## config.mk

```make
export PLATFORM = sky130hd
export DESIGN_NAME = scg_clock_gen
export DESIGN_NICKNAME = d
export VERILOG_FILES = /design/src/core/scg_pkg.sv /design/src/core/scg_clock_gen.sv
export SDC_FILE = /design/constraint.sdc
export NUM_CORES = 1
export LEC_CHECK = 0
export ABC_AREA = 1
export ABC_CLOCK_PERIOD_IN_PS = 2950
export CAP_MARGIN = 10
export CORE_ASPECT_RATIO = 0.5
export CORE_MARGIN = 2
export CORE_UTILIZATION = 45
export CTS_BUF_LIST = sky130_fd_sc_hd__clkbuf_4
export CTS_CLUSTER_DIAMETER = 100
export DETAILED_ROUTE_END_ITERATION = 7
export DONT_BUFFER_PORTS = 1
export PLACE_DENSITY = 0.66
export SYNTH_ARGS = -nofsm -noshare
export SYNTH_HDL_FRONTEND = slang
export SYNTH_SLANG_ARGS = --single-unit
```

## constraint.sdc

```tcl
create_clock -name hclk -period 2.95 [get_ports hclk]
set_input_delay 0.295 -clock hclk [delete_from_list [all_inputs] [get_ports hclk]]
set_output_delay 0.295 -clock hclk [all_outputs]
set_load 0.1 [all_outputs]
```

## src/core/scg_pkg.sv

```systemverilog
//
// Behaviour
// - Main clock runs from system RC oscillator until software writes source field.
// - Main clock feeds 8-bit prescaler; all clocks undivided after reset.
// - Divide enable set: clock is main divided by two to select plus one.
// - Hardware raises peripheral division when it would outrun the CPU.
// - High speed bus clock always uses the CPU division.
// - High speed bus select writes ignored; reads return CPU select.
// - Settled bit reads zero after select write until applied, then one.
// - Settled rise sets interrupt status; mask bit forwards it as request.
// - Writing one to enable register sets matching mask bit.
// - Module clocks enabled at reset; mask bit zero gates, one enables.
// - Masked module stops and its registers are unreachable.
// - Module on several domains has one mask bit per domain.
// - Own bus clock on at reset; once off, only reset restores.
// - Sleep request carries mode index; matching domains stop.
// - Sleep halts CPU and stopped domains whatever the masks.
// - Interrupt ends sleep and restarts CPU and halted modules.
// - Interrupt from an unclocked source may never wake the device.
// - Index 0 CPU, 1 adds bus, 2 adds peripherals, 3-5 sources.
package scg_pkg;

    // ------------------------------------------------------------
    // Register map and fields
    // ------------------------------------------------------------
    localparam int NPB = 2;
    localparam logic [7:0] OFS_MAIN = 8'h00;
    localparam logic [7:0] OFS_CPU_CLOCK_SELECT = 8'h04;
    localparam logic [7:0] OFS_HIGH_SPEED_BUS_CLOCK_SELECT = 8'h08;
    localparam logic [7:0] OFS_PBSEL0 = 8'h0C;
    localparam logic [7:0] OFS_CPU_CLOCK_MASK = 8'h20;
    localparam logic [7:0] OFS_HIGH_SPEED_BUS_CLOCK_MASK = 8'h24;
    localparam logic [7:0] OFS_PBMASK0 = 8'h28;
    localparam logic [7:0] OFS_IER = 8'h40;
    localparam logic [7:0] OFS_IDR = 8'h44;
    localparam logic [7:0] OFS_IMR = 8'h48;
    localparam logic [7:0] OFS_ISR = 8'h4C;
    localparam logic [7:0] OFS_ICR = 8'h50;
    localparam logic [7:0] OFS_SR = 8'h54;
    localparam int DIV_BIT = 7;
    localparam int PM_MASK_BIT = 0;
    localparam logic [2:0] SRC_SYSTEM_RC_OSCILLATOR = 3'h0;
    localparam logic [31:0] MASK_RST = 32'hFFFFFFFF;
    localparam logic [7:0] CNT_WRAP = 8'hFF;
    localparam logic [2:0] SLP_HSB = 3'h1;
    localparam logic [2:0] SLP_PB = 3'h2;
    localparam logic [2:0] SLP_SRC = 3'h3;
    localparam logic [2:0] SLP_MAX = 3'h5;

    typedef struct packed {
        logic div;
        logic [2:0] sel;
    } scg_div_s;

    typedef struct packed {
        logic ap_act;
        logic ap_wr;
        logic [7:0] ap_addr;
        logic rd_wait;
        logic [31:0] rdata;
        logic [2:0] src;
        scg_div_s cpu;
        scg_div_s [NPB-1:0] pb;
        scg_div_s a_cpu;
        scg_div_s [NPB-1:0] a_pb;
        logic ready;
        logic interrupt_status_register;
        logic interrupt_mask_register;
        logic [31:0] cpu_mask;
        logic [31:0] hsb_mask;
        logic [NPB-1:0][31:0] pb_mask;
        logic sleeping;
        logic [2:0] slp_idx;
        logic [7:0] cnt;
    } scg_state_s;

endpackage : scg_pkg

```

## src/core/scg_clock_gen.sv

```systemverilog
`timescale 1ns/1ps
module scg_clock_gen
(
    input wire logic hclk,
    input wire logic hresetn,
    input wire logic hsel,
    input wire logic [31:0] haddr,
    input wire logic [1:0] htrans,
    input wire logic hwrite,
    input wire logic [2:0] hsize,
    input wire logic [31:0] hwdata,
    input wire logic hready,
    output logic hreadyout,
    output logic hresp,
    output logic [31:0] hrdata,
    input wire logic sleep_req,
    input wire logic [2:0] sleep_idx,
    input wire logic wake_irq,
    output logic [2:0] main_clock_source_field,
    output logic cpu_ce,
    output logic hsb_ce,
    output logic [scg_pkg::NPB-1:0] pb_ce,
    output logic [31:0] cpu_clk_en,
    output logic [31:0] hsb_clk_en,
    output logic [scg_pkg::NPB-1:0][31:0] pb_clk_en,
    output logic gclk_run,
    output logic src_run,
    output logic irq
);

    scg_pkg::scg_state_s s_q;
    scg_pkg::scg_state_s s_d;
    logic pm_ok;
    logic cpu_run;
    logic hsb_run;
    logic pb_run;
    logic cpu_tick;

    // ------------------------------------------------------------
    // Helpers
    // ------------------------------------------------------------
    // Division exponent: zero means undivided
    function automatic logic [3:0] expo(input scg_pkg::scg_div_s d);
        expo = d.div ? ({1'b0, d.sel} + 4'h1) : 4'h0;
    endfunction : expo

    // Tick when the low prescaler bits are all ones
    function automatic logic tick(input scg_pkg::scg_div_s d,
                                  input logic [7:0] cnt);
        logic [7:0] low;
        low = 8'((9'h002 << d.sel) - 9'h001);
        tick = !d.div || ((cnt | ~low) == scg_pkg::CNT_WRAP);
    endfunction : tick

    // Peripheral never faster than CPU
    function automatic scg_pkg::scg_div_s fix(input scg_pkg::scg_div_s p,
                                              input scg_pkg::scg_div_s c);
        fix = (expo(p) < expo(c)) ? c : p;
    endfunction : fix

    function automatic logic [31:0] rd(input scg_pkg::scg_state_s s,
                                       input logic [7:0] a);
        rd = 32'h00000000;
        if (a == scg_pkg::OFS_MAIN)
            rd = {29'h0, s.src};
        // Bus select mirrors CPU select
        if (a == scg_pkg::OFS_CPU_CLOCK_SELECT || a == scg_pkg::OFS_HIGH_SPEED_BUS_CLOCK_SELECT)
            rd = {24'h0, s.cpu.div, 4'h0, s.cpu.sel};
        if (a == scg_pkg::OFS_CPU_CLOCK_MASK)
            rd = s.cpu_mask;
        if (a == scg_pkg::OFS_HIGH_SPEED_BUS_CLOCK_MASK)
            rd = s.hsb_mask;
        for (int i = 0; i < scg_pkg::NPB; i++)
        begin
            if (a == scg_pkg::OFS_PBSEL0 + 8'(4 * i))
                rd = {24'h0, s.pb[i].div, 4'h0, s.pb[i].sel};
            if (a == scg_pkg::OFS_PBMASK0 + 8'(4 * i))
                rd = s.pb_mask[i];
        end
        if (a == scg_pkg::OFS_IMR)
            rd = {31'h0, s.interrupt_mask_register};
        if (a == scg_pkg::OFS_ISR)
            rd = {31'h0, s.interrupt_status_register};
        if (a == scg_pkg::OFS_SR)
            rd = {31'h0, s.ready};
    endfunction : rd

    // ------------------------------------------------------------
    // Clock enables and gating
    // ------------------------------------------------------------
    // Domains stopped by sleep index
    always_comb
    begin
        cpu_run = !s_q.sleeping;
        hsb_run = !(s_q.sleeping && s_q.slp_idx >= scg_pkg::SLP_HSB);
        pb_run = !(s_q.sleeping && s_q.slp_idx >= scg_pkg::SLP_PB);
        src_run = !(s_q.sleeping && s_q.slp_idx >= scg_pkg::SLP_SRC);
        gclk_run = pb_run;
    end

    // All ticks share one counter, so a change at wrap is glitch free
    assign cpu_tick = tick(s_q.a_cpu, s_q.cnt);
    assign cpu_ce = cpu_tick && cpu_run;
    assign hsb_ce = cpu_tick && hsb_run;
    assign cpu_clk_en = {32{cpu_ce}} & s_q.cpu_mask;
    assign hsb_clk_en = {32{hsb_ce}} & s_q.hsb_mask;

    // One mask per domain and per bus
    generate
        for (genvar g = 0; g < scg_pkg::NPB; g++)
        begin : g_pb
            assign pb_ce[g] = tick(s_q.a_pb[g], s_q.cnt) && pb_run;
            assign pb_clk_en[g] = {32{pb_ce[g]}} & s_q.pb_mask[g];
        end
    endgenerate

    // Own bus clock lives in mask bit of first peripheral bus
    assign pm_ok = s_q.pb_mask[0][scg_pkg::PM_MASK_BIT];
    assign main_clock_source_field = s_q.src;
    assign irq = s_q.interrupt_status_register && s_q.interrupt_mask_register;
    assign hresp = 1'b0;
    assign hrdata = s_q.rdata;
    // Reads take one wait state so data comes from a flop
    assign hreadyout = !(s_q.ap_act && !s_q.ap_wr && !s_q.rd_wait);

    // ------------------------------------------------------------
    // Next state
    // ------------------------------------------------------------
    always_comb
    begin
        logic [7:0] a;
        logic wr;
        a = s_q.ap_addr;
        wr = s_q.ap_act && s_q.ap_wr && pm_ok;
        s_d = s_q;
        s_d.cnt = s_q.cnt + 8'h01;
        // Apply pending divisions only at prescaler wrap
        if (!s_q.ready && s_q.cnt == scg_pkg::CNT_WRAP)
        begin
            s_d.a_cpu = s_q.cpu;
            for (int i = 0; i < scg_pkg::NPB; i++)
            begin
                s_d.pb[i] = fix(s_q.pb[i], s_q.cpu);
                s_d.a_pb[i] = fix(s_q.pb[i], s_q.cpu);
            end
            s_d.ready = 1'b1;
        end
        // Bus data phase
        if (s_q.ap_act && !s_q.ap_wr && !s_q.rd_wait)
        begin
            s_d.rdata = pm_ok ? rd(s_q, a) : 32'h00000000;
            s_d.rd_wait = 1'b1;
        end
        else if (s_q.ap_act)
        begin
            s_d.ap_act = 1'b0;
            s_d.rd_wait = 1'b0;
        end
        if (wr)
        begin
            if (a == scg_pkg::OFS_MAIN)
                s_d.src = hwdata[2:0];
            if (a == scg_pkg::OFS_CPU_CLOCK_SELECT)
            begin
                s_d.cpu = {hwdata[scg_pkg::DIV_BIT], hwdata[2:0]};
                s_d.ready = 1'b0;
            end
            for (int i = 0; i < scg_pkg::NPB; i++)
            begin
                if (a == scg_pkg::OFS_PBSEL0 + 8'(4 * i))
                begin
                    s_d.pb[i] = {hwdata[scg_pkg::DIV_BIT], hwdata[2:0]};
                    s_d.ready = 1'b0;
                end
                if (a == scg_pkg::OFS_PBMASK0 + 8'(4 * i))
                    s_d.pb_mask[i] = hwdata;
            end
            if (a == scg_pkg::OFS_CPU_CLOCK_MASK)
                s_d.cpu_mask = hwdata;
            if (a == scg_pkg::OFS_HIGH_SPEED_BUS_CLOCK_MASK)
                s_d.hsb_mask = hwdata;
            if (a == scg_pkg::OFS_IER && hwdata[0])
                s_d.interrupt_mask_register = 1'b1;
            if (a == scg_pkg::OFS_IDR && hwdata[0])
                s_d.interrupt_mask_register = 1'b0;
            if (a == scg_pkg::OFS_ICR && hwdata[0])
                s_d.interrupt_status_register = 1'b0;
        end
        // Set beats a same-cycle clear
        if (s_d.ready && !s_q.ready)
            s_d.interrupt_status_register = 1'b1;
        // New address phase
        if (hsel && htrans[1] && hready)
        begin
            s_d.ap_act = 1'b1;
            s_d.ap_wr = hwrite;
            s_d.ap_addr = {haddr[7:2], 2'b00};
            s_d.rd_wait = 1'b0;
        end
        // Sleep entry and interrupt wake
        if (s_q.sleeping && wake_irq)
            s_d.sleeping = 1'b0;
        else if (!s_q.sleeping && sleep_req && sleep_idx <= scg_pkg::SLP_MAX)
        begin
            s_d.sleeping = 1'b1;
            s_d.slp_idx = sleep_idx;
        end
    end

    // ------------------------------------------------------------
    // State register
    // ------------------------------------------------------------
    // Reset: RC source, undivided, all clocks on
    always_ff @(posedge hclk or negedge hresetn)
    begin
        if (!hresetn)
        begin
            s_q <= '0;
            s_q.src <= scg_pkg::SRC_SYSTEM_RC_OSCILLATOR;
            s_q.ready <= 1'b1;
            s_q.cpu_mask <= scg_pkg::MASK_RST;
            s_q.hsb_mask <= scg_pkg::MASK_RST;
            s_q.pb_mask <= {scg_pkg::NPB{scg_pkg::MASK_RST}};
        end
        else
            s_q <= s_d;
    end

    // ------------------------------------------------------------
    // Checks
    // ------------------------------------------------------------
    // Bus, division and settle behaviour
    a_hsb_same_div: assert property (
        @(posedge hclk) disable iff (!hresetn)
        !s_q.sleeping |-> hsb_ce == cpu_ce)
        else $error("bus clock differs from cpu clock");
    a_sel_ignored: assert property (
        @(posedge hclk) disable iff (!hresetn)
        (s_q.ap_act && s_q.ap_wr && s_q.ap_addr == scg_pkg::OFS_HIGH_SPEED_BUS_CLOCK_SELECT)
        |=> $stable(s_q.cpu))
        else $error("bus select write changed division");
    a_ready_drops: assert property (
        @(posedge hclk) disable iff (!hresetn)
        (s_q.ap_act && s_q.ap_wr && pm_ok &&
         s_q.ap_addr == scg_pkg::OFS_CPU_CLOCK_SELECT) |=> !s_q.ready)
        else $error("settled bit stayed high after write");
    a_ready_returns: assert property (
        @(posedge hclk) disable iff (!hresetn)
        $fell(s_q.ready) |-> ##[1:256] s_q.ready)
        else $error("settled bit never returned");
    a_isr_on_rise: assert property (
        @(posedge hclk) disable iff (!hresetn)
        $rose(s_q.ready) |-> s_q.interrupt_status_register)
        else $error("status not set on settle");
    a_isr_clear: assert property (
        @(posedge hclk) disable iff (!hresetn)
        (s_q.ap_act && s_q.ap_wr && pm_ok && hwdata[0] &&
         s_q.ap_addr == scg_pkg::OFS_ICR &&
         !(!s_q.ready && s_q.cnt == scg_pkg::CNT_WRAP)) |=> !irq)
        else $error("interrupt stayed after clear");
    a_pb_slower: assert property (
        @(posedge hclk) disable iff (!hresetn)
        s_q.ready |-> expo(s_q.a_pb[0]) >= expo(s_q.a_cpu))
        else $error("peripheral clock faster than cpu");

    // Sleep and own clock
    a_sleep_halts: assert property (
        @(posedge hclk) disable iff (!hresetn)
        s_q.sleeping |-> !cpu_ce && cpu_clk_en == 32'h00000000)
        else $error("cpu clocked during sleep");
    a_wake_irq: assert property (
        @(posedge hclk) disable iff (!hresetn)
        s_q.sleeping && wake_irq |=> !s_q.sleeping && cpu_run)
        else $error("interrupt did not wake");
    a_pm_locked: assert property (
        @(posedge hclk) disable iff (!hresetn)
        !pm_ok |=> !pm_ok)
        else $error("own clock re-enabled without reset");

    // Source, lock and select; the lock must also freeze every mask
    a_src_hold: assert property (
        @(posedge hclk) disable iff (!hresetn)
        !(s_q.ap_act && s_q.ap_wr && s_q.ap_addr == scg_pkg::OFS_MAIN)
        |=> $stable(s_q.src))
        else $error("source changed without a write");
    a_src_written: assert property (
        @(posedge hclk) disable iff (!hresetn)
        (s_q.ap_act && s_q.ap_wr && pm_ok &&
         s_q.ap_addr == scg_pkg::OFS_MAIN)
        |=> {29'h0, s_q.src} == ($past(hwdata) & 32'h00000007))
        else $error("source write not applied");
    a_undiv_runs: assert property (
        @(posedge hclk) disable iff (!hresetn)
        (!s_q.sleeping && !s_q.a_cpu.div) |-> cpu_ce)
        else $error("undivided cpu clock missed a cycle");
    a_pb1_slower: assert property (
        @(posedge hclk) disable iff (!hresetn)
        s_q.ready |-> expo(s_q.a_pb[1]) >= expo(s_q.a_cpu))
        else $error("second peripheral clock faster than cpu");
    a_ier_sets: assert property (
        @(posedge hclk) disable iff (!hresetn)
        (s_q.ap_act && s_q.ap_wr && pm_ok && hwdata[0] &&
         s_q.ap_addr == scg_pkg::OFS_IER) |=> s_q.interrupt_mask_register)
        else $error("enable write did not set mask");
    a_mask_locked: assert property (
        @(posedge hclk) disable iff (!hresetn)
        !pm_ok |=> $stable(s_q.cpu_mask) && $stable(s_q.hsb_mask) &&
            $stable(s_q.pb_mask))
        else $error("mask changed while own clock is off");
    a_locked_reads: assert property (
        @(posedge hclk) disable iff (!hresetn)
        (!pm_ok && s_q.ap_act && !s_q.ap_wr && !s_q.rd_wait)
        |=> s_q.rdata == 32'h00000000)
        else $error("register readable while own clock is off");
    a_settle_wrap: assert property (
        @(posedge hclk) disable iff (!hresetn)
        $rose(s_q.ready) |-> $past(s_q.cnt) == scg_pkg::CNT_WRAP)
        else $error("division applied away from prescaler wrap");

    // Sleep index decoding
    a_sleep_enter: assert property (
        @(posedge hclk) disable iff (!hresetn)
        (!s_q.sleeping && sleep_req && sleep_idx <= scg_pkg::SLP_MAX)
        |=> s_q.sleeping)
        else $error("sleep request not taken");
    a_bad_index: assert property (
        @(posedge hclk) disable iff (!hresetn)
        (!s_q.sleeping && sleep_req && sleep_idx > scg_pkg::SLP_MAX)
        |=> !s_q.sleeping)
        else $error("illegal sleep index taken");
    a_hsb_stops: assert property (
        @(posedge hclk) disable iff (!hresetn)
        (s_q.sleeping && s_q.slp_idx >= scg_pkg::SLP_HSB)
        |-> !hsb_ce && hsb_clk_en == 32'h00000000)
        else $error("bus clocked in deep sleep");
    a_pb_stops: assert property (
        @(posedge hclk) disable iff (!hresetn)
        (s_q.sleeping && s_q.slp_idx >= scg_pkg::SLP_PB) |-> pb_ce == '0)
        else $error("peripheral clocked in standby");
    a_src_stops: assert property (
        @(posedge hclk) disable iff (!hresetn)
        (s_q.sleeping && s_q.slp_idx >= scg_pkg::SLP_SRC) |-> !src_run)
        else $error("sources kept in stop");
    a_awake_runs: assert property (
        @(posedge hclk) disable iff (!hresetn)
        !s_q.sleeping |-> hsb_run && pb_run && gclk_run && src_run)
        else $error("domain stopped while awake");

endmodule : scg_clock_gen

```

==> metrics.yaml <==
vias: 10512
hold_viol_final: 211
skew_ns: 0.0521
io_buffers: 0
clock_sinks: 211
violations: "negative hold slack, negative setup slack"
fin_ws_ns: -0.284
io_pins: 251
fin_util_pct: 67.4
setup.worst_path.class: "reg2out"
vdd_drop_max_uv: 503
multi_input_area_um2: 5000
end_kind: "primary output"
critPathArrivalTime_ns: 2.94
worstMarginPinSlew_ns: 0.980
yosysSeqAreaShare_pct: 49.5
dp_hpwl_um: 23300
wirelength_um: 37800
post-route-period-util_pct: 110
worst-endpoint-required_ns: 2.65
dieArea_um2: 25700
fill_cells: 1833
grt_max_degree: 212
drive_gt1_share_pct: 35.7
postCtsHoldBufs: 51
synth.net_count: 1476
dr.pass1.iters: 7
ys_ff_latch: 211
n_antenna_cell: 0
ys_types: 38
drtIter0Drc: 1193
final_area_um2: 16200
cts_tree: "built"
seq_area_um2: 5440
relSlewSlack_pct: 34.7
worstSkewPairLatency_ns: 0.68
grt_pass1_vias: 10577
synth_top_area_share_pct: 30.9
setup_tns_ns: -27.94
dpl-instance-area_um2: 14000
power.total_uw: 17700
place.gp.congestion: 0.933
cts.path.max_buffers: 3
die-height_um: 114
drv_slew: 0
numCtsBuffers: 50
vias_per_cell: 5.45
synth_area_per_cell_um2: 7.94
synth_edf_count: 0
start_util_pct: 45.8
power.density_nw_per_um2: 1090
max_cap_viol_count: 0
grt_pass1_wl_um: 57100
dieWidth_um: 225
antenna_left: 0
whs_ns: -0.663
timing.fmax_ghz: 0.309
hold_class: "in2async"
grt_overflow: 0
syn_inst: 1384
cts-root-buf: "clkbuf_4"
yosys_warnings: 0
worst-path-max-fanout: 8
syn_area_um2: 11000
wl_per_cell_um: 19.6
leakage_uw: 0.00867
floorplan.core_area_um2: 24000
dpl_worst_slack_ns: 0.346
synth_largest_area_cell: "dfstp_2"
outcome: "finished, violations left"
clk_pin_slew_ns: 0.08
synth_area_leaders: "dfstp_2, dfrtp_1, nand2_1"
crit_path_start_kind: "flop"
syn_to_final_growth_pct: 47.2
min_period_ns: 3.23
drc: 0
grtUsageTotal_pct: 28.4
layout.nets: 1664
synthFlopType: "dfstp_2"
antenna_found_initial: 0
rsz0062_at_grt: "true"
std_cell_rows: 40
final-setup-viol-count: 132
synthArstFlopShare_pct: 100
htreeDepth: 2
## power by group
group | switching (µW) | internal (µW) | total, µW | leakage (µW)
registers | 1720 | 3830 | 5550 | 0.00238
logic | 6470 | 3160 | 9630 | 0.00589
clock network | 1230 | 1270 | 2500 | 0.000404
total | 9430 | 8250 | 17700 | 0.00867
## cell families (layout without fill, tap and decap cells)
kind of cell | after synthesis | count (layout) | share of synthesized area [%]
buf+inv | 325 | 555 | 13.1
simple gates | 534 | 534 | 19.8
flops | 211 | 211 | 49.5
compound gates | 294 | 294 | 15.6
other cells | 1 | 1 | 0.0341
fa+ha+maj | 13 | 13 | 1.48
xor+xnor | 6 | 6 | 0.478
## synth_stat cells (all sizes together) (7+ instances only)
cell / number
a21oi: 40
a22oi: 36
buf: 70
clkbuf: 23
dfrtp: 82
dfstp: 129
ha: 13
inv: 230
nand2: 330
nand3: 32
nand4: 7
nor2: 156
nor3: 7
o21ai: 178
o221ai: 28
## timing repair
action                                  CTS  global route
gates cloned                              4             5
pin swaps                                 5             6
resized for setup                       103            55
endpoints found under the setup margin  132           132
buffers inserted                         10             6
hold endpoints to repair                358           211
## layout make-up
class                           count  area share [%]
Clock buffer                       83            3.85
Clock inverter                     11           0.271
Inverter                          232            5.40
Multi-Input combinational cell    848            31.0
Sequential cell                   211            33.7
Tap cell                          315            2.44
Timing Repair Buffer              229            23.4
## sequential cells by signal, summed over array words and instances, names as in the netlist
register / flops
s_q: 175
hrdata: 32
main_clock_source_field: 3
pm_ok: 1
## layer usage
layer  GRT usage, %  share of wire (%)  wire length [µm]
met1           37.3                 41             15500
met2           45.6                 47             17900
met3           7.34                8.6              3240
met4           10.9                2.9              1080
met5              0                  0                 0
## cell usage in the layout (no fill, tap or decap), types with 3 or more instances in the layout
master         instances
nand2_1              322
inv_1                212
o21ai_0              156
buf_12               143
dfstp_2              129
nor2_4                96
clkbuf_4              83
dfrtp_1               82
dlygate4sd3_1         51
nor2_2                42
a21oi_1               39
a22oi_1               36
o221ai_1              28
buf_4                 27
nand3_1               25
o21ai_1               21
inv_2                 18
nor2_1                18
clkinv_1              10
ha_1                  10
nand2_2                7
nand4_1                6
xor2_1                 6
nor3_2                 5
nand3_2                4
buf_16                 4
clkbuf_16              4
nand3_4                3
ha_4                   3
## through the flow
step                      hold WS, ns  cells
after floorplan             -0.000591   1384
after global placement         0.0101   1760
after detailed placement      0.00763   1760
after CTS                      -0.726   1919
after global routing           -0.712   1929
final                          -0.663   1929
## path summary, 6_finish.rpt
check                                           from                    to  slack (ns)  depth (start not counted)
worst max register to register   s_q[11]$_DFFE_PN0P_    s_q[9]$_DFFE_PN0P_        0.65                          6
worst min-delay path                         hresetn  s_q[206]$_DFFE_PN0P_       -0.66                          0
worst max-delay path            s_q[153]$_DFFE_PN0N_         hsb_clk_en[1]       -0.28                         14
max in group asynchronous                    hresetn   s_q[27]$_DFFE_PN1P_        3.21                          0
worst min register to register    s_q[142]$_DFF_PN1_    s_q[142]$_DFF_PN1_        0.49                          2
min in group hclk                          hwdata[0]  s_q[163]$_DFFE_PN0P_        0.06                          2
## critical path, stage by stage, from the launching register on
cell and delay (ns):
dfrtp_1 0.42, inv_2 0.12, nand3_2 0.10, ha_4 0.28, nor2_2 0.03, nor2_1 0.09
nand3_1 0.09, a21oi_2 0.14, nand3_1 0.10, nand2_2 0.12, o211ai_4 0.12, buf_12 0.18
buf_16 0.17, nor2_4 0.13, buf_12 0.18
No activity file was read; power rests on OpenSTA's default activity.
